==> config.mk <==
export PLATFORM = sky130hd
export DESIGN_NAME = dual_slope_adc_sequencer
export DESIGN_NICKNAME = d
export VERILOG_FILES = /design/src/dual_slope_adc_pkg.sv /design/src/dual_slope_adc_sequencer.sv /design/src/pin_sync.sv
export VERILOG_INCLUDE_DIRS = /design/src
export SDC_FILE = /design/constraint.sdc
export NUM_CORES = 1
export LEC_CHECK = 0
export ABC_AREA = 1
export BUFFER_PORTS_ARGS = -buffer_cell sky130_fd_sc_hd__buf_2
export CAP_MARGIN = 20
export CORE_ASPECT_RATIO = 2
export CORE_UTILIZATION = 57
export DETAILED_ROUTE_END_ITERATION = 8
export GPL_TIMING_DRIVEN = 0
export PLACE_DENSITY = 0.88
export SYNTH_ARGS = -nofsm -noshare
export SYNTH_HDL_FRONTEND = slang
export SYNTH_SLANG_ARGS = --single-unit
==> constraint.sdc <==
create_clock -name mclk -period 2.5 [get_ports mclk]
set_input_delay 0 -clock mclk [delete_from_list [all_inputs] [get_ports mclk]]
set_output_delay 0 -clock mclk [all_outputs]
set_load 0.01 [all_outputs]
==> src/dual_slope_adc_regs.svh <==
// Notes on behaviour
// - ramp high, wait comparator low first
// - below threshold: raise conversion finished flag
// - cycle input: clear finished, ramp low
// - port bits: cycle 1, ramp 2, comparator 7
// - ramp-up starts on comparator rising edge
// - load start count, decrement per step
// - count zero: ramp high, then increment
// - increment until comparator back at threshold
// - ramp steps keep fixed 2:1 duration ratio
// - subtract one from upper count byte
// - result is 12-bit binary value
// - overrange: overrange, finished, ramp high together
// - no overrange: finished and ramp high only
// - ramp low selects unknown, high reference
`ifndef DUAL_SLOPE_ADC_REGS_SVH
`define DUAL_SLOPE_ADC_REGS_SVH

`define ADDR_W            8
`define OFS_CTRL          8'h00
`define OFS_PORT_VIEW     8'h04
`define OFS_RESULT        8'h08
`define OFS_IRQ_STATUS    8'h0c
`define OFS_IRQ_MASK      8'h10
`define OFS_COUNT         8'h14

`define CTRL_SW_CYCLE_BIT 0
`define PORT_CYCLE_BIT    1
`define PORT_RAMP_BIT     2
`define PORT_OVER_BIT     3
`define PORT_DONE_BIT     4
`define PORT_COMP_BIT     7
`define IRQ_DONE_BIT      0
`define IRQ_OVER_BIT      1
`define IRQ_W             2

`define COUNT_W           16
`define RESULT_W          12
`define RAMP_UP_START     16'h2000
`define OFFSET_SUB        16'h0100
`define FULL_SCALE        17'h00fff
`define COUNT_MAX         16'hffff

`define UP_STEP_CYCLES    4
`define STEP_RATIO        2
`define STEP_W            8

`define IRQ_MASK_RESET    2'h0
`define CTRL_RESET        32'h0000_0000

`endif

==> src/dual_slope_adc_pkg.sv <==
package dual_slope_adc_pkg;

    typedef enum logic [2:0] {
        ST_PRECHECK = 3'b000,
        ST_READY    = 3'b001,
        ST_ARM      = 3'b011,
        ST_RAMP_UP  = 3'b010,
        ST_RAMP_DN  = 3'b110,
        ST_CALC     = 3'b111
    } seq_state_type;

    typedef struct packed {
        logic cycle_request;
        logic threshold_compare;
    } pin_in_type;

    typedef struct packed {
        logic ramp_select;
        logic overrange;
        logic conv_done;
    } pin_out_type;

endpackage

==> src/dual_slope_adc_sequencer.sv <==
`timescale 1ns/100ps
`include "dual_slope_adc_regs.svh"
module dual_slope_adc_sequencer
    import dual_slope_adc_pkg::*;
#(
    parameter int UP_STEP_CYCLES = `UP_STEP_CYCLES,
    parameter int STEP_RATIO     = `STEP_RATIO
) (
    input  wire logic                 mclk,
    input  wire logic                 arst_n,
    input  wire logic                 ce,
    input  wire logic                 cycle_request_in,
    input  wire logic                 threshold_compare_in,
    output logic                      ramp_select_out,
    output logic                      overrange_out,
    output logic                      conv_done_out,
    output logic                      irq_out,
    input  wire logic [`ADDR_W-1:0]   addr,
    input  wire logic [31:0]          wr_data,
    input  wire logic                 wr_stb,
    input  wire logic                 rd_stb,
    output logic      [31:0]          rd_data
);
    localparam int DN_STEP_CYCLES = UP_STEP_CYCLES * STEP_RATIO;

    logic [1:0]            rst_sync_reg;
    logic                  rst_n;
    pin_in_type            pins;
    logic                  sync_cycle;
    logic                  sync_comp;
    logic                  comp_prev_reg;
    logic                  comp_rise;
    seq_state_type         state_reg;
    seq_state_type         state_next;
    logic [`COUNT_W-1:0]   count_reg;
    logic [`STEP_W-1:0]    step_reg;
    logic                  tick;
    pin_out_type           out_reg;
    logic [`RESULT_W-1:0]  result_reg;
    logic [16:0]           corrected;
    logic                  over_now;
    logic [31:0]           ctrl_reg;
    logic [`IRQ_W-1:0]     irq_status_reg;
    logic [`IRQ_W-1:0]     irq_mask_reg;
    logic [`IRQ_W-1:0]     irq_event;
    logic                  irq_reg;
    logic [31:0]           rd_data_reg;
    logic                  cycle_req;
    logic [7:0]            port_view;

    function automatic logic [`STEP_W-1:0] step_load(input int cycles);
        step_load = `STEP_W'(cycles - 1);
    endfunction

    function automatic logic hit(input logic [`ADDR_W-1:0] a, input logic [`ADDR_W-1:0] ofs);
        hit = (a == ofs);
    endfunction

    // reset release through two flops, assertion stays asynchronous
    always_ff @(posedge mclk or negedge arst_n) begin
        if (!arst_n) begin
            rst_sync_reg <= 2'h0;
        end else begin
            rst_sync_reg <= {rst_sync_reg[0], 1'b1};
        end
    end
    assign rst_n = rst_sync_reg[1];

    pin_sync u_sync_cycle (
        .mclk      (mclk),
        .rst_n     (rst_n),
        .ce        (ce),
        .pin_in    (cycle_request_in),
        .level_reg (sync_cycle)
    );

    // comparator taken as above threshold until seen low, so pre-check cannot pass early
    pin_sync #(.RESET_LEVEL(1'b1)) u_sync_comp (
        .mclk      (mclk),
        .rst_n     (rst_n),
        .ce        (ce),
        .pin_in    (threshold_compare_in),
        .level_reg (sync_comp)
    );
    assign pins = '{cycle_request: sync_cycle, threshold_compare: sync_comp};

    // matches the synchroniser reset level, no false rise after reset
    always_ff @(posedge mclk or negedge rst_n) begin
        if (!rst_n) begin
            comp_prev_reg <= 1'b1;
        end else if (ce) begin
            comp_prev_reg <= pins.threshold_compare;
        end
    end
    assign comp_rise = pins.threshold_compare && !comp_prev_reg;
    assign cycle_req = pins.cycle_request || ctrl_reg[`CTRL_SW_CYCLE_BIT];

    // offset correction on the upper byte, borrow means below zero
    assign corrected = {1'b0, count_reg} - {1'b0, `OFFSET_SUB};
    assign over_now  = !corrected[16] && (corrected > `FULL_SCALE);

    assign tick = (step_reg == '0);

    always_comb begin
        state_next = state_reg;
        unique case (state_reg)
            ST_PRECHECK: if (!pins.threshold_compare) state_next = ST_READY;
            ST_READY:    if (cycle_req) state_next = ST_ARM;
            ST_ARM:      if (comp_rise) state_next = ST_RAMP_UP;
            ST_RAMP_UP:  if (tick && count_reg == `COUNT_W'(1)) state_next = ST_RAMP_DN;
            ST_RAMP_DN: begin
                // saturating count ends the cycle as an overrange
                if (!pins.threshold_compare || count_reg == `COUNT_MAX) begin
                    state_next = ST_CALC;
                end
            end
            ST_CALC:     state_next = ST_READY;
            default:     state_next = ST_PRECHECK;
        endcase
    end

    always_ff @(posedge mclk or negedge rst_n) begin
        if (!rst_n) begin
            state_reg <= ST_PRECHECK;
        end else if (ce) begin
            state_reg <= state_next;
        end
    end

    // step timer; ramp-down steps last STEP_RATIO times the ramp-up ones
    always_ff @(posedge mclk or negedge rst_n) begin
        if (!rst_n) begin
            step_reg <= '0;
        end else if (ce) begin
            if (state_reg == ST_ARM) begin
                step_reg <= step_load(UP_STEP_CYCLES);
            end else if (state_reg == ST_RAMP_UP && state_next == ST_RAMP_DN) begin
                step_reg <= step_load(DN_STEP_CYCLES);
            end else if (tick) begin
                step_reg <= (state_reg == ST_RAMP_DN) ? step_load(DN_STEP_CYCLES)
                                                      : step_load(UP_STEP_CYCLES);
            end else begin
                step_reg <= step_reg - `STEP_W'(1);
            end
        end
    end

    always_ff @(posedge mclk or negedge rst_n) begin
        if (!rst_n) begin
            count_reg <= '0;
        end else if (ce) begin
            if (state_reg == ST_ARM) begin
                count_reg <= `RAMP_UP_START;
            end else if (state_reg == ST_RAMP_UP && tick) begin
                count_reg <= count_reg - `COUNT_W'(1);
            end else if (state_reg == ST_RAMP_DN && state_next == ST_RAMP_DN && tick) begin
                count_reg <= count_reg + `COUNT_W'(1);
            end
        end
    end

    always_ff @(posedge mclk or negedge rst_n) begin
        if (!rst_n) begin
            result_reg <= '0;
        end else if (ce && state_reg == ST_CALC) begin
            // negative readings clamp to zero, overrange to full scale
            if (corrected[16]) begin
                result_reg <= '0;
            end else if (over_now) begin
                result_reg <= '1;
            end else begin
                result_reg <= corrected[`RESULT_W-1:0];
            end
        end
    end

    // ramp low integrates the unknown, high the reference
    always_ff @(posedge mclk or negedge rst_n) begin
        if (!rst_n) begin
            out_reg <= '{ramp_select: 1'b1, overrange: 1'b0, conv_done: 1'b0};
        end else if (ce) begin
            unique case (state_next)
                ST_PRECHECK: out_reg.ramp_select <= 1'b1;
                ST_READY: begin
                    out_reg.ramp_select <= 1'b1;
                    out_reg.conv_done   <= 1'b1;
                    if (state_reg == ST_CALC) begin
                        out_reg.overrange <= over_now;
                    end
                end
                ST_ARM: begin
                    out_reg.ramp_select <= 1'b0;
                    out_reg.conv_done   <= 1'b0;
                    out_reg.overrange   <= 1'b0;
                end
                ST_RAMP_UP: out_reg.ramp_select <= 1'b0;
                ST_RAMP_DN: out_reg.ramp_select <= 1'b1;
                ST_CALC:    out_reg.ramp_select <= 1'b1;
                default:    out_reg.ramp_select <= 1'b1;
            endcase
        end
    end

    assign ramp_select_out = out_reg.ramp_select;
    assign overrange_out   = out_reg.overrange;
    assign conv_done_out   = out_reg.conv_done;

    // register view in the documented port layout
    always_comb begin
        port_view = 8'h00;
        port_view[`PORT_CYCLE_BIT] = pins.cycle_request;
        port_view[`PORT_RAMP_BIT]  = out_reg.ramp_select;
        port_view[`PORT_OVER_BIT]  = out_reg.overrange;
        port_view[`PORT_DONE_BIT]  = out_reg.conv_done;
        port_view[`PORT_COMP_BIT]  = pins.threshold_compare;
    end

    always_ff @(posedge mclk or negedge rst_n) begin
        if (!rst_n) begin
            ctrl_reg     <= `CTRL_RESET;
            irq_mask_reg <= `IRQ_MASK_RESET;
        end else if (ce && wr_stb) begin
            if (hit(addr, `OFS_CTRL)) begin
                ctrl_reg <= {31'h0, wr_data[`CTRL_SW_CYCLE_BIT]};
            end
            if (hit(addr, `OFS_IRQ_MASK)) begin
                irq_mask_reg <= wr_data[`IRQ_W-1:0];
            end
        end
    end

    assign irq_event[`IRQ_DONE_BIT] = (state_reg == ST_CALC);
    assign irq_event[`IRQ_OVER_BIT] = (state_reg == ST_CALC) && over_now;

    // a new event wins over a same-cycle write-one-to-clear
    always_ff @(posedge mclk or negedge rst_n) begin
        if (!rst_n) begin
            irq_status_reg <= '0;
            irq_reg        <= 1'b0;
        end else if (ce) begin
            irq_status_reg <= (irq_status_reg & ~((wr_stb && hit(addr, `OFS_IRQ_STATUS))
                              ? wr_data[`IRQ_W-1:0] : '0)) | irq_event;
            irq_reg        <= |((irq_status_reg | irq_event) & irq_mask_reg);
        end
    end
    assign irq_out = irq_reg;

    always_ff @(posedge mclk or negedge rst_n) begin
        if (!rst_n) begin
            rd_data_reg <= 32'h0;
        end else if (ce) begin
            rd_data_reg <= 32'h0;
            if (rd_stb) begin
                unique case (addr)
                    `OFS_CTRL:       rd_data_reg <= ctrl_reg;
                    `OFS_PORT_VIEW:  rd_data_reg <= {21'h0, state_reg, port_view};
                    `OFS_RESULT:     rd_data_reg <= {20'h0, result_reg};
                    `OFS_IRQ_STATUS: rd_data_reg <= {30'h0, irq_status_reg};
                    `OFS_IRQ_MASK:   rd_data_reg <= {30'h0, irq_mask_reg};
                    `OFS_COUNT:      rd_data_reg <= {16'h0, count_reg};
                    default:         rd_data_reg <= 32'h0;
                endcase
            end
        end
    end
    assign rd_data = rd_data_reg;
endmodule

==> src/pin_sync.sv <==
`timescale 1ns/100ps
module pin_sync
    import dual_slope_adc_pkg::*;
#(
    parameter logic RESET_LEVEL = 1'b0
) (
    input  wire logic mclk,
    input  wire logic rst_n,
    input  wire logic ce,
    input  wire logic pin_in,
    output logic      level_reg
);
    logic [2:0] stage_reg;

    // stage 0 feeds stage 1 only; level moves once stages 1 and 2 agree
    always_ff @(posedge mclk or negedge rst_n) begin
        if (!rst_n) begin
            stage_reg <= {3{RESET_LEVEL}};
        end else if (ce) begin
            stage_reg <= {stage_reg[1], stage_reg[0], pin_in};
        end
    end

    always_ff @(posedge mclk or negedge rst_n) begin
        if (!rst_n) begin
            level_reg <= RESET_LEVEL;
        end else if (ce && (stage_reg[1] == stage_reg[2])) begin
            level_reg <= stage_reg[2];
        end
    end
endmodule
### Word level (Yosys, flattened, before mapping)

Index checks and enable logic that the tools add are counted.

* $add $sub $neg: 4
* order comparisons: 1
* equal/unequal tests: 19
* multiplexer cells: 21
* bitwise gates (word level): 5
* reduce and logical (&&, ||, !) cells: 30

Operator list (count)
* $pmux 16 s6: 1
* $mux 16: 4
* $mux 12: 2
* $mux 8: 3
* $mux 3: 6
* $pmux 3 s6: 1
* $gt 17x12->1 const B: 1
* $sub 16x9->17 const B: 1
* $add 16x1->16 const B: 1
* $eq 16x1->1 const B: 1
* $eq 16x16->1 const B: 1
* $eq 8x4->1 const B: 2
* $eq 8x5->1 const B: 2
* $logic_not 8->1: 2
* $sub 16x1->16 const B: 1
* $logic_and 1x1->1: 13
* $eq 3x2->1 const B: 4
* $eq 3x3->1 const B: 3
* $eq 8x3->1 const B: 1
* $reduce_and 2->1: 4
* $sub 8x1->8 const B: 1
* $eq 3x1->1 const B: 2
* $and 2x2->2: 2
* $or 2x2->2: 2
* other kinds (13): 19

* register bits after elaboration: 91
* bits of input ports: 47
* output and inout port bits: 36
* word-level logic and storage cells: 98

### Longest topological paths before layout

Gate-level depths: netlist of run 1.

* depth after elaboration: 10
* mapped depth: 16
* depth with buffers taken out: 14

### Cells and area by module

A second synthesis of run 1 with hierarchy kept.

* cells, all modules: 674
* area total of the unflattened synthesis: 4849.7 µm²

By module, submodules not included
* dual_slope_adc_sequencer: instances 1, cells each 634, area each 4516.8 µm², seq. area each 1679.1 µm²
* pin_sync at u_sync_comp: instances 1, cells each 20, area each 168.9 µm², seq. area each 105.1 µm²
* pin_sync at u_sync_cycle: instances 1, cells each 20, area each 163.9 µm², seq. area each 100.1 µm²

### Least setup slack after synthesis of run 1

Ideal clock, no wire load.

* path kind: register -> register
* from: register count_reg[9]
* to: register count_reg[8]
* setup time: 0.117 ns
* data arrival time: 1.782 ns
* data required time: 2.383 ns
* path slack: 0.601 ns
* stages on the path, launching flop included: 16
* buffers on the path: 2
* clock period less this slack: 1.899 ns
* cells stage by stage: dfrtp_1 > clkbuf_1 > inv_1 > ha_1 > nand2_1 > nor2_1 > nand2_1 > nor2_2 > nand2_4 > nand2_4 > nand4_4 > nand2_4 > nand2_4 > buf_6 > nand2_1 > nand2_1

* longest elaborated chain between the ends: 9
* elaborated cells between the ends (all ways): 12
* those cells by class: eq/ne (3); mux (3); reduce/logical (6)

RTL lines
* start, declared: line dual_slope_adc_sequencer.sv:35 `` logic [`COUNT_W-1:0] count_reg; ``
* start signal, assigned: line dual_slope_adc_sequencer.sv:153 `` count_reg <= `RAMP_UP_START; ``
* start signal, assigned: line dual_slope_adc_sequencer.sv:155 `` count_reg <= count_reg - `COUNT_W'(1); ``
* start signal, assigned: line dual_slope_adc_sequencer.sv:157 `` count_reg <= count_reg + `COUNT_W'(1); ``
* $eq 16x16->1 (no source line) or $eq 16x1->1 (tied branches)
* $logic_or 1x1->1 (no source line) or $logic_and 1x1->1 (tied branches)
* $mux 3 (on tied branches): line dual_slope_adc_sequencer.sv:113, dual_slope_adc_sequencer.sv:110
* $pmux 3 s6 *: line dual_slope_adc_sequencer.sv:106 `unique case (state_reg)`
* $eq 3x3->1 *: line dual_slope_adc_sequencer.sv:156 `end else if (state_reg == ST_RAMP_DN && state_next == ST_RAMP_DN && tick) begin`
* $logic_and 1x1->1 * (2 in a row): line dual_slope_adc_sequencer.sv:156
* $reduce_bool 3->1 (no source line) *
* $reduce_and 2->1 (no source line) *

Every way passes the cells marked *; elsewhere a longest branch is shown, timed or not.
A chain may end at the register's enable or synchronous reset.

### Worst setup path after layout of run 1

* from: register count_reg[0]
* to: register count_reg[8]

* longest elaborated chain between the ends: 9
* elaborated cells between the ends (all ways): 17
* those cells by class: add/sub (2); eq/ne (3); mux (6); reduce/logical (6)

RTL lines (line)
* $eq 16x16->1 (no source line) or $eq 16x1->1 (tied branches)
* $logic_or 1x1->1 (no source line) or $logic_and 1x1->1 (tied branches)
* $mux 3 (on tied branches): dual_slope_adc_sequencer.sv:113, dual_slope_adc_sequencer.sv:110
* $pmux 3 s6: dual_slope_adc_sequencer.sv:106
* $eq 3x3->1: dual_slope_adc_sequencer.sv:156
* $logic_and 1x1->1 (2 in a row): dual_slope_adc_sequencer.sv:156
* $reduce_bool 3->1 (no source line)
* $reduce_and 2->1 (no source line)

Parallel ways exist; a longest one is shown, timed or not. The select of a mux whose other input is x is not followed.

==> impl.org, run 1 <==
** Run status
- The flow ran to the end, and the final reports show no timing, DRC or antenna violations.

** Hold path
- Path class of the lowest-slack min-delay path :: in2reg
- Counting instances, the worst hold path has a depth of 4.

** CTS
- Once the clock tree was built, the setup fixing pass inserted 0 buffers.
- In this run the clock root is driven by a clkbuf_16.
- Number of clock sinks :: between 70 and 80
- TritonCTS built the clock tree.
- The H-tree was split into 3 levels.
- Maximum buffer depth of the clock tree :: 2
- Insertion delay to the later sink of the worst-skew pair :: ~0.34 ns
- Inserted Clock Buffers :: 9
- Clock-pin slew was measured on the worst setup and hold paths at 0.06 ns.
- In this run, post-CTS repair resized a total of 0 instances.

** Yosys
- Post-synthesis cell type count :: 39
- For this run, the leading register cell type out of synthesis is dfrtp_1.
- Flip-flop and latch count after synthesis :: 75
- Of all flip-flops after synthesis, the portion carrying an async set or reset was 100%.
- Number of enable-type register cells in the synthesized netlist :: 0
- Post-synthesis cell count :: 687
- Share of the yosys chip area belonging to registers :: 38.6%
- The average instance in the mapped netlist occupies 7.11 um2.
- The mapped netlist covers 4880 um2.
- Number of warning messages in the yosys log :: 0

** Routing
- DR top layer :: met4
- In the routed design, unresolved DRC markers number 0.
- In this run the remaining antenna-violating nets after routing total 0.
- In the final routed layout, each cell accounts on average for 16.5 um.
- The detailed router finished its first iteration with 364 violations.
- Via total after detailed routing :: a little under 5k
- In the detailed route, the total length drawn on met3 is 630 um.
- Wl on met1 :: 4710 um
- The routed design has 14200 um of wire.
- Using the TritonRoute via totals, the vias-per-cell ratio works out to 5.62.
- Detail Route met2 WL :: 7510 um
- Pre-antenna DRT Iters :: 6

** Setup path
- Nature of the critical path startpoint :: flop
- STA classifies the critical path endpoint as a flop.
- Largest driver fanout on the critical path :: 10
- The critical path is of the reg2reg type.
- For the worst setup path, the data required time is 2.78 ns.
- Worst reg2reg path depth :: 14
- Data arrives at the worst endpoint at 2.58 ns.

** Floorplan
- From left edge to right edge, the die measures 67.5 um.
- Core region area :: slightly above 8000 um2
- Number of placement rows :: 47
- Io pins :: 83
- The floorplan step defined a die boundary enclosing 8960 um2.
- The initial utilization of the core area, before any placement, comes to between 50 and 60%.
- Die outline height :: 133 um

** STA
- Worst slew margin relative to its limit :: 58.4%
- The final hold violation count is 0.
- Period utilisation layout :: 92.1%
- The number of max-slew violations in the final report came to 0.
- Worst Tran Pin Value :: 0.624 ns
- Total setup violations reported at the end of the flow :: 0
- Setup repair after global routing missed its margin :: false
- For the finished layout, the period the worst path requires is 2.30 ns.
- Worst clock skew :: 0.00539 ns
- Final WS setup :: 0.197 ns
- Setup total negative slack on the finished layout was measured at 0 ns.
- FMAX :: 434 MHz

** Final layout
- Filler cells :: 732
- Most common cell after layout, fill and taps aside :: nand2_1
- In the final layout, flip-flops and latches occupy roughly 1900 um2.
- The finished layout holds 858 standard cells, fillers aside.
- The net count of the finished layout is 810.
- Leaving out fill and tap cells, the most frequent cells in the layout are 204 x nand2_1, 70 x nor2_1, 68 x dfrtp_1, 58 x inv_1, 54 x o21ai_0.
- Area of the multi-input gates :: 2510 um2
- Syn-to-layout area delta :: 14.8%
- Cells with a size suffix above 1 make up approximately 16% of the layout.
- Layout Cell Area excl Fill :: 5610 um2
- Final core utilization :: between 60% and 70%
- Antenna Diode Count :: 0

** Placement
- Count of placed standard cells including taps :: 836
- Area post-placement :: approximately 5300 um2
- The HPWL after detailed placement is roughly 11000 um.
- At the end of routability-driven placement, the weighted congestion stood at 1.02.
- Buffers placed on the I/O ports in this run total 35.
- Post-placement worst setup slack :: 0.199 ns

** Global routing
- The initial antenna violation count came to 0.
- Number of global-route vias before repair :: approximately 5.0k
- After global routing the overflow that remains totals 0.
- The first global-routing pass estimated around 23000 um of wire.
- Global routing used 34.7% of the available tracks across all layers.
- Entering global routing, the biggest net connects 62 pins.

** Pwr
- Pwr/cell area :: around 1000 nW/um2
- Leak :: 0.00296 uW
- Across the VDD grid, the largest voltage drop is 0.000522 V.

** Run
- The tool flagged a number of max-cap violations equal to 0.
==> worst paths after layout <==
path	slack (ns)	endpoint	start
max in group asynchronous	1.69	u_sync_comp.stage_reg[0]$_DFFE_PN1P_	rst_sync_reg[1]$_DFF_PN0_
setup reg to reg	0.20	count_reg[8]$_DFFE_PN0P_	count_reg[0]$_DFFE_PN0P_
min in group asynchronous	0.19	count_reg[5]$_DFFE_PN0P_	rst_sync_reg[1]$_DFF_PN0_
hold reg to reg	0.19	count_reg[5]$_DFFE_PN0P_	rst_sync_reg[1]$_DFF_PN0_
hold / removal	0.03	ctrl_reg[0]$_DFFE_PN0P_	wr_stb
setup / recovery	0.20	count_reg[8]$_DFFE_PN0P_	count_reg[0]$_DFFE_PN0P_
==> metal layers <==
| metal | GRT usage (%) | up-vias |
|---|---|---|
| met5 | 0 | - |
| met4 | 31.9 | 0 |
| met1 | 32.8 | 2241 |
| met2 | 59.4 | 197 |
| li1 | - | 2298 |
| met3 | 6.38 | 90 |
==> power breakdown <==
group          internal [uW]  switching (uW)  leakage [uW]
Combinational            886            1750       0.00187
Sequential              1430             194      0.000964
Clock                    672             528      0.000128
==> cell families (layout without fill, tap and decap cells) <==
logic type      count (synthesis)  after routing  synth area share (%)
simple gates                  363            363                  32.5
buf+inv                       113            171                  11.1
compound gates                103            103                  11.5
flops                          75             75                  38.6
xor+xnor                       23             23                  4.12
fa+ha+maj                       8              8                  2.05
other cells                     2             17                 0.154
==> area by class of cell <==
class                      instances  area share [%]
buffer                            44            5.04
clock buffer                      10            4.08
clock inverter                     6           0.759
inverter                          68            4.55
multi-input combinational        514            44.8
sequential                        75            33.7
tap                               98            2.19
timing repair buffer              43            4.86
==> cell usage after synthesis, types with 2 or more instances <==
master    instances  area (um2)
nand2_1         204         766
nor2_1           70         263
dfrtp_1          69        1730
inv_1            58         218
o21ai_0          54         270
nand3_1          52         260
buf_4            23         173
xor2_1           22         193
a21oi_1          13        65.1
o21ai_1          13        65.1
clkbuf_1          9        33.8
inv_2             9        33.8
nor2_2            9        56.3
o22ai_1           9        56.3
ha_1              8         100
buf_2             7        35.0
dfstp_2           6         158
nand4_1           6        37.5
nor3_1            6        30.0
nand2_4           5        56.3
o31ai_1           5        37.5
a31oi_1           4        25.0
buf_1             3        11.3
buf_6             3        33.8
and2_2            2        15.0
conb_1            2        7.51
nand3b_1          2        15.0
nor3_2            2        20.0
o221ai_1          2        17.5
==> worst max-delay path, stage by stage (launching register included) <==
cell	delay, ns
dfrtp_1	0.51
ha_1	0.30
nand2_1	0.11
nor2_2	0.20
nand2_1	0.12
inv_2	0.07
nand2_1	0.07
nand2_1	0.09
nand2_2	0.08
nand4_4	0.09
nand2_4	0.12
nand2_4	0.17
buf_6	0.17
nand2_1	0.06
nand2_1	0.06
==> metrics by stage <==
stage / hold WS, ns / total power [uW]
global route: 0.0590 / 5860
CTS: 0.0289 / 5410
global placement: -0.215 / 4110
finish: 0.0325 / 5460
floorplan: -0.296 / 3570
detailed placement: -0.214 / 4180
==> repair_timing <==
item,in CTS,in global routing
endpoints found under the setup margin,0,17
endpoints found under the hold margin,8,0
hold buffers,7,0
No activity file was read; power rests on OpenSTA's default activity.
==> run 2: changes to the inputs <==
--- a/config.mk
+++ b/config.mk
@@ -6,14 +6,12 @@
 export SDC_FILE = /design/constraint.sdc
 export NUM_CORES = 1
 export LEC_CHECK = 0
-export ABC_AREA = 1
 export BUFFER_PORTS_ARGS = -buffer_cell sky130_fd_sc_hd__buf_2
 export CAP_MARGIN = 20
 export CORE_ASPECT_RATIO = 2
-export CORE_UTILIZATION = 57
+export CORE_UTILIZATION = 56
 export DETAILED_ROUTE_END_ITERATION = 8
-export GPL_TIMING_DRIVEN = 0
-export PLACE_DENSITY = 0.88
+export PLACE_DENSITY = 0.87
 export SYNTH_ARGS = -nofsm -noshare
 export SYNTH_HDL_FRONTEND = slang
 export SYNTH_SLANG_ARGS = --single-unit
==> impl.org, run 2 <==
** STA
- Summed over all failing endpoints, the final setup total negative slack is 0 ns.
- For the pin with the worst max-slew slack, the measured transition is 0.692 ns.
- FMAX :: 420 MHz
- Setup violations remaining at the end of the flow were counted as 0.
- The number of max-slew violations in the final report came to 0.
- In this run the tightest slew margin relative to its limit is 53.9%.
- Clock skew on the completed layout was measured at 0.00338 ns.
- Number of endpoints with negative hold slack in the final report :: 0
- The smallest clock period supported by the final layout is computed as around 2.4 ns.
- Across all hold checks on the routed design, the worst slack comes to about 0.12 ns.
- Of the available clock period, the critical path in the final layout requires ~95%.
- Setup repair after global routing left no endpoint under its margin.

** Placement
- HPWL after detailed placement :: 8710 um
- The congestion estimate from routability-driven global placement came to 0.951.
- In this run the tool buffered the top-level ports with 36 buffer cells.
- Area post-placement :: 4760 um2

** Pwr
- Leak :: 0.00227 uW
- Power spread over the standard cell area amounts to 898 nW/um2.
- Design Power :: 4610 uW
- The worst-case IR drop observed on VDD is ~0.0005 V.

** Global routing
- Overall overflow remaining after global route :: 0
- Global-route wire length before repair :: between 15000 and 20000 um
- Total Routing Usage GR :: 31.3%
- Number of antenna violations at the first check in global routing :: 0
- The number of global-route vias before repair was 4045.
- Maximum number of pins on one net before global-route repair :: 44

** Final layout
- Layout Cell Area excl Fill :: 5140 um2
- Top library cells by usage in the layout, fill and taps aside :: 67 x dfrtp_1, 36 x buf_2, 27 x nand2_1, 27 x buf_4
- Leaving out fill and tap cells, the most frequent cell in the layout is dfrtp_1.
- Syn-to-layout area delta :: 15.1%
- Final core utilization :: 67.1%
- The net count of the finished layout is 568.
- The number of antenna diodes in the final layout is 0.
- Proportion of layout cells with a drive suffix above 1 :: about 22%

** Setup path
- Endpoint type of the worst setup path :: flop
- Counting both buffers and inverters, the worst setup path holds a total of 1.
- The critical path in this run is classified as reg2reg.
- Critical Path RT :: 2.71 ns
- Cell at the slowest stage of the critical path :: or4_1
- Largest driver fanout on the critical path :: 25
- Traced cell by cell, the critical path runs through ha_1 -> nand4_1 -> or4_1 -> o211ai_2 -> buf_12 -> nand2b_1 -> o21ai_0.
- Register-to-register path setup slack :: between 0.1 and 0.15 ns
- Kind of cell adding the most delay to the critical path :: simple AND/OR/NAND/NOR gates
- At the worst endpoint, the arrival time is 2.59 ns.
- STA classifies the critical path startpoint as a flop.
- Delay of the slowest cell on the worst path :: 0.58 ns

** CTS
- Counting every sink on the clock net gives 75.
- Insertion delay to the later sink of the worst-skew pair :: 0.34 ns
- The clock passes through at most 2 buffers.
- Post-CTS setup repair buffer count :: 0
- Clk Tree Root Cell :: clkbuf_16
- TritonCTS built the clock tree.
- Inserted Clock Buffers :: 9
- Clock-pin transition on the worst setup and hold timing paths :: 0.06 ns
- Count of H-tree levels built during CTS :: 3

** Routing
- The count of nets left with antenna violations once routing finished came out at 0.
- Dividing the detail-routed wire length by the instance count gives 19.7 um.
- After detailed routing, the number of remaining DRC violations is 0.
- Via total after detailed routing :: a little over 4k
- Pre-antenna DRT Iters :: 6
- After detailed routing, the number of vias per cell comes to 6.62.
- The detailed router finished its first iteration with 396 violations.
- After detailed routing, the total wire length is 12100 um.

** Yosys
- Synthesis inferred between 70 and 80 register bits.
- Post-synthesis cell type count :: between 60 and 70
- The average instance in the mapped netlist occupies 9.52 um2.
- Yosys instantiated no cell more often than dfrtp_1.
- Dominant cells by area after synthesis :: dfrtp_1 39%, dfstp_2 3.5%, buf_4 3.4%
- The mapped netlist covers 4470 um2.
- Summed over its instances, the top area cell type makes up 38.7% of the synthesized netlist area.
- Synthesis produced a netlist whose cell count is approximately 470.
- For this run, the number of Yosys warnings is 0.
- Of all flip-flops after synthesis, the portion carrying an async set or reset was 100%.
- The synthesized design contains 0 enable-type register cells.
- Largest area contributor in the synthesized netlist :: dfrtp_1
- Of the synthesized area, sequential elements account for 42.2%.
- Primary flip-flop cell chosen by synthesis mapping :: dfrtp_1
- Most instantiated cells after synthesis :: 69 x dfrtp_1, 27 x nand2_1

** Floorplan
- From bottom edge to top edge, the die measures around 130 um.
- Core region area :: 7660 um2
- The die is 65.1 um wide.
- Initial Utilization :: 58.3%
- Die Outline Area :: 8360 um2
- Io pins :: 83
- Number of placement rows :: 45

** Hold path
- The tightest min-delay check is of the in2reg type.

** Run
- Across the run, the number of max-cap violations was 0.

** Run status
- The run finished with clean final reports.
run 2: worst min-delay path: cells and delay by family:
family / cells / cell delay (ns)
buf+inv: 2 / 0.25
compound gates: 1 / 0.16
run 2: path summary, 6_finish.rpt:
| kind | from | to | cells after the start |
|---|---|---|---|
| min in group asynchronous | rst_sync_reg[1]$_DFF_PN0_ | rd_data[15]$_DFFE_PN0P_ | 0 |
| hold reg to reg | rst_sync_reg[1]$_DFF_PN0_ | rd_data[15]$_DFFE_PN0P_ | 0 |
| setup / recovery | count_reg[1]$_DFFE_PN0P_ | count_reg[0]$_DFFE_PN0P_ | 7 |
| setup reg to reg | count_reg[1]$_DFFE_PN0P_ | count_reg[0]$_DFFE_PN0P_ | 7 |
| max in group asynchronous | rst_sync_reg[1]$_DFF_PN0_ | step_reg[4]$_DFFE_PN0P_ | 1 |
| hold / removal | ce | step_reg[2]$_DFFE_PN0P_ | 3 |
run 2: kinds of logic (layout without fill, tap and decap cells):
family / after synthesis / in the layout / synth area share, %
DFF: 75 / 75 / 42.2
adders and majority gates: 8 / 8 / 2.24
muxes: 20 / 20 / 4.76
buffers and inverters: 79 / 113 / 8.88
other: 2 / 17 / 0.168
xor gates and xnor gates: 5 / 5 / 0.981
AOI/OAI and AO/OA: 128 / 128 / 21.4
and+or+nand+nor: 152 / 152 / 19.4
run 2: report_power, final:
| group | switching (uW) | internal (uW) |
|---|---|---|
| logic | 898 | 623 |
| registers | 334 | 1490 |
| clock network | 495 | 778 |
| total | 1730 | 2890 |
run 2: what timing repair did:
action                                  in CTS  in global routing
gates resized for setup                      0                  2
endpoints found under the setup margin       0                 12
hold endpoints to repair                    13                  0
hold buffers                                 8                  0
run 2: metrics by stage:
step           instances  worst slack (ns)
2_1_floorplan        484             0.267
3_3_place_gp         588             0.165
3_5_place_dp         588             0.132
4_1_cts              612             0.124
5_1_grt              612            0.0179
6_report             612             0.119
run 2: metal layers:
| metal | global-route usage (%) | up-vias | share of wire [%] |
|---|---|---|---|
| met1 | 33.7 | 1999 | 36 |
| met3 | 5.25 | 62 | 4.8 |
| met4 | 21.0 | 0 | 5.8 |
| met2 | 54.5 | 178 | 54 |
| li1 | - | 1812 | - |
| met5 | 0 | - | 0 |
run 2: cell type report:
type	instances	area (um2)
Multi-Input combinational cell	330	2240
Fill cell	586	2520
Inverter	24	90.1
Clock buffer	13	280
Clock inverter	3	20.0
Sequential cell	75	1890
Timing Repair Buffer	73	503
Tap cell	94	118
==> run 3: changes to the inputs <==
--- a/config.mk
+++ b/config.mk
@@ -6,11 +6,11 @@
 export SDC_FILE = /design/constraint.sdc
 export NUM_CORES = 1
 export LEC_CHECK = 0
-export BUFFER_PORTS_ARGS = -buffer_cell sky130_fd_sc_hd__buf_2
 export CAP_MARGIN = 20
 export CORE_ASPECT_RATIO = 2
-export CORE_UTILIZATION = 56
+export CORE_UTILIZATION = 64
 export DETAILED_ROUTE_END_ITERATION = 8
+export DONT_BUFFER_PORTS = 1
 export PLACE_DENSITY = 0.87
 export SYNTH_ARGS = -nofsm -noshare
 export SYNTH_HDL_FRONTEND = slang
==> impl.org, run 3 (synthesis gave the netlist of run 2 again) <==
** Floorplan
- 83 I/O pins were placed.
- Initial Utilization :: 66.9%
- The floorplan step set the die height to 120 um.
- The floorplan step defined a die boundary enclosing between 7000 and 8000 um2.
- Number of placement rows :: 42
- From left edge to right edge, the die measures between 60 and 70 um.
- Core region area :: between 6000 and 7000 um2

** Setup path
- Worst reg2reg path depth :: 7
- Nature of the critical path startpoint :: flop
- The largest single stage delay on the critical path is slightly above 0.6 ns.
- The worst register-to-register path begins at count_reg[8]$_DFFE_PN0P_.
- At the worst endpoint, the required time is ~2.7 ns.
- The worst setup path is of the reg2reg kind.
- Data on the critical path arrives at its endpoint at ~2.6 ns.
- Endpoint type of the worst setup path :: flop
- Register-to-register path setup slack :: 0.08 ns
- The critical path goes through ha_1 -> nand4_1 -> or4_1 -> o211ai_2 -> buf_12 -> nand2b_2 -> o31ai_1.
- Cell at the slowest stage of the critical path :: or4_1
- The worst register-to-register path ends at count_reg[6]$_DFFE_PN0P_.
- Largest driver fanout on the critical path :: 29

** STA
- Number of endpoints with negative hold slack in the final report :: 0
- For this run, the top clock speed supported by timing is just over 400 MHz.
- Period utilisation layout :: a little over nine tenths
- At the pin with the least slew margin, the transition time is 0.927 ns.
- Worst Hold Slack :: 0.0241 ns
- Worst clock skew :: 0.00922 ns
- Setup repair after global routing left no endpoint under its margin.
- Subtracting the final worst setup slack from the clock period gives approximately 2.4 ns.
- Setup violations remaining at the end of the flow were counted as 0.
- Worst slew margin relative to its limit :: 38.2%
- The number of max-slew violations in the final report is 0.
- Setup total negative slack on the finished layout was measured at 0 ns.

** Hold path
- The path class of the tightest hold or removal check is in2reg.
- The worst hold path terminates at irq_mask_reg[0]$_DFFE_PN0P_.
- Startpoint of the lowest-slack hold path :: addr[4]
- The worst hold path was traced through 2 stages.

** Routing
- The first TritonRoute pass finished after 8 iterations.
- For this block, the via count after detailed routing is 4147.
- After the first detailed-routing iteration, the DRC count stood at approximately 610.
- Once detail routing completed, the nets flagged for antenna violations numbered 0.
- Wires add up to 13700 um.
- Dividing the detail-routed wire length by the instance count gives 23.7 um.
- Remaining routing DRC violations :: 0
- Via/cell ratio :: 7.15

** CTS
- In this run, CTS created clock tree buffers numbering 9.
- Post-CTS setup repair buffer count :: 0
- Count of H-tree levels built during CTS :: 3
- Clock-pin transition on the worst setup and hold timing paths :: 0.06 ns
- CTS placed an instance of clkbuf_16 at the clock tree root.
- Clock tree from TritonCTS :: done
- The tree built by TritonCTS fans out to 75 sinks.
- In this run the deepest clock path goes through 2 buffers.
- At the later pin of the worst-skew pair, clock insertion delay measures 0.35 ns.

** Pwr
- The internal power of the cells totals 2880 uW.
- Per report_power, the sequential group accounts for between 30% and 40% of the total.
- In this run, the combinational gates consume 35.0% of the power.
- Pwr/cell area :: 925 nW/um2
- Peak supply drop :: ~0.00060 V
- Clock share of power :: 26.6%
- For this design the static power due to leakage is around 0.0022 uW.
- Net switching power :: approximately 1800 uW
- Share of total power consumed by net switching :: 38.5%

** Final layout
- Top library cells by usage in the layout, fill and taps aside :: 67 x dfrtp_1, 30 x buf_4, 27 x nand2_1
- Proportion of layout cells with a drive suffix above 1 :: 16.3%
- The area growth from synthesis to layout is 13.1%.
- Leaving out fill and tap cells, the most frequent cell in the layout is dfrtp_1.
- Fin nets :: 541
- Filler cells :: ~440
- In the final layout, the multi-input gates occupy 2260 um2.
- Combined flip-flop and latch cell area :: 1890 um2

** Global routing
- Global-route wire length before repair :: 21800 um
- Overall overflow remaining after global route :: 0
- The initial antenna violation count is 1.
- Number of global-route vias before repair :: 4109
- Entering global routing, the biggest net connects 50 pins.
- Total Routing Usage GR :: a little over two fifths

** Placement
- HPWL after detailed placement :: 8810 um
- Routability-driven placement finished with a final weighted congestion of 0.991.
- Number of buffer cells added on primary ports :: 0

** Run
- Max-capacitance violation count :: 0

** Run status
- Run status :: finished, final reports clean
[run 3: cell types whose count changed in the layout (fill, tap and decap cells not counted), moves of 2 or more]
cell,change
buf_2,-36
dlygate4sd3_1,+5
buf_4,+3
clkbuf_1,+2
clkbuf_8,-2
nor4_1,-2
[run 3: cell type report]
cell class,count,share of cell area [%]
multi-input combinational,330,44.8
sequential,75,37.4
timing repair buffer,46,8.22
clock buffer,13,5.15
tap,88,2.18
inverter,24,1.78
clock inverter,3,0.421
antenna,1,0.0495
[run 3: layer usage]
metal | vias up | share of wire (%) | track usage (%) | wire (um)
li1 | 1763 | - | - | -
met1 | 1991 | 33 | 46.1 | 4480
met2 | 298 | 51 | 66.2 | 7050
met3 | 95 | 7.8 | 11.1 | 1080
met4 | 0 | 8.2 | 30.0 | 1130
met5 | - | 0 | 0 | 0
[run 3: stage by stage]
stage | std cells | cell area (um2) | total power, uW | util, % | setup WS (ns)
finish | 580 | 5050 | 4670 | 75.7 | 0.0843
global route | 580 | 5050 | 4890 | 75.7 | 0.0305
CTS | 579 | 5030 | 4560 | 75.4 | 0.0173
detailed placement | 549 | 4600 | 3290 | 68.9 | 0.0385
global placement | 549 | 4600 | 3200 | 68.9 | 0.0644
floorplan | 484 | 4520 | 2790 | - | 0.267
[run 3: worst max-delay path: cells and delay by family (launching register included)]
kind            cells  cell delay, ns
compound gates      2            0.34
fa+ha+maj           1            0.27
flops               1            0.44
simple gates        3            1.01
buf+inv             1            0.20
[run 3: power groups by stage]
stage / registers, uW / logic [uW] / clock network (uW)
6_report: 1800 / 1640 / 1240
5_1_grt: 1830 / 1760 / 1300
4_1_cts: 1770 / 1550 / 1230
3_5_place_dp: 1790 / 1490 / 0
3_3_place_gp: 1770 / 1430 / 0
2_1_floorplan: 1690 / 1090 / 0
[run 3: how the worst max path moves through the flow]
stage	start	to	slack, ns	cells after the start
2_1_floorplan	rst_sync_reg[1]$_DFF_PN0_	conv_done_out$_DFFE_PN0P_	0.27	0
3_3_place_gp	count_reg[8]$_DFFE_PN0P_	count_reg[6]$_DFFE_PN0P_	0.06	7
3_5_place_dp	count_reg[8]$_DFFE_PN0P_	count_reg[6]$_DFFE_PN0P_	0.04	7
4_1_cts	count_reg[8]$_DFFE_PN0P_	count_reg[6]$_DFFE_PN0P_	0.02	7
5_1_grt	count_reg[8]$_DFFE_PN0P_	count_reg[2]$_DFFE_PN0P_	0.03	7
6_report	count_reg[8]$_DFFE_PN0P_	count_reg[6]$_DFFE_PN0P_	0.08	7
[run 3: what timing repair did]
action / CTS / global route
setup endpoints to repair: 0 / 5
hold endpoints to repair: 31 / 0
hold buffers: 14 / 0
gates resized for setup: 0 / 4
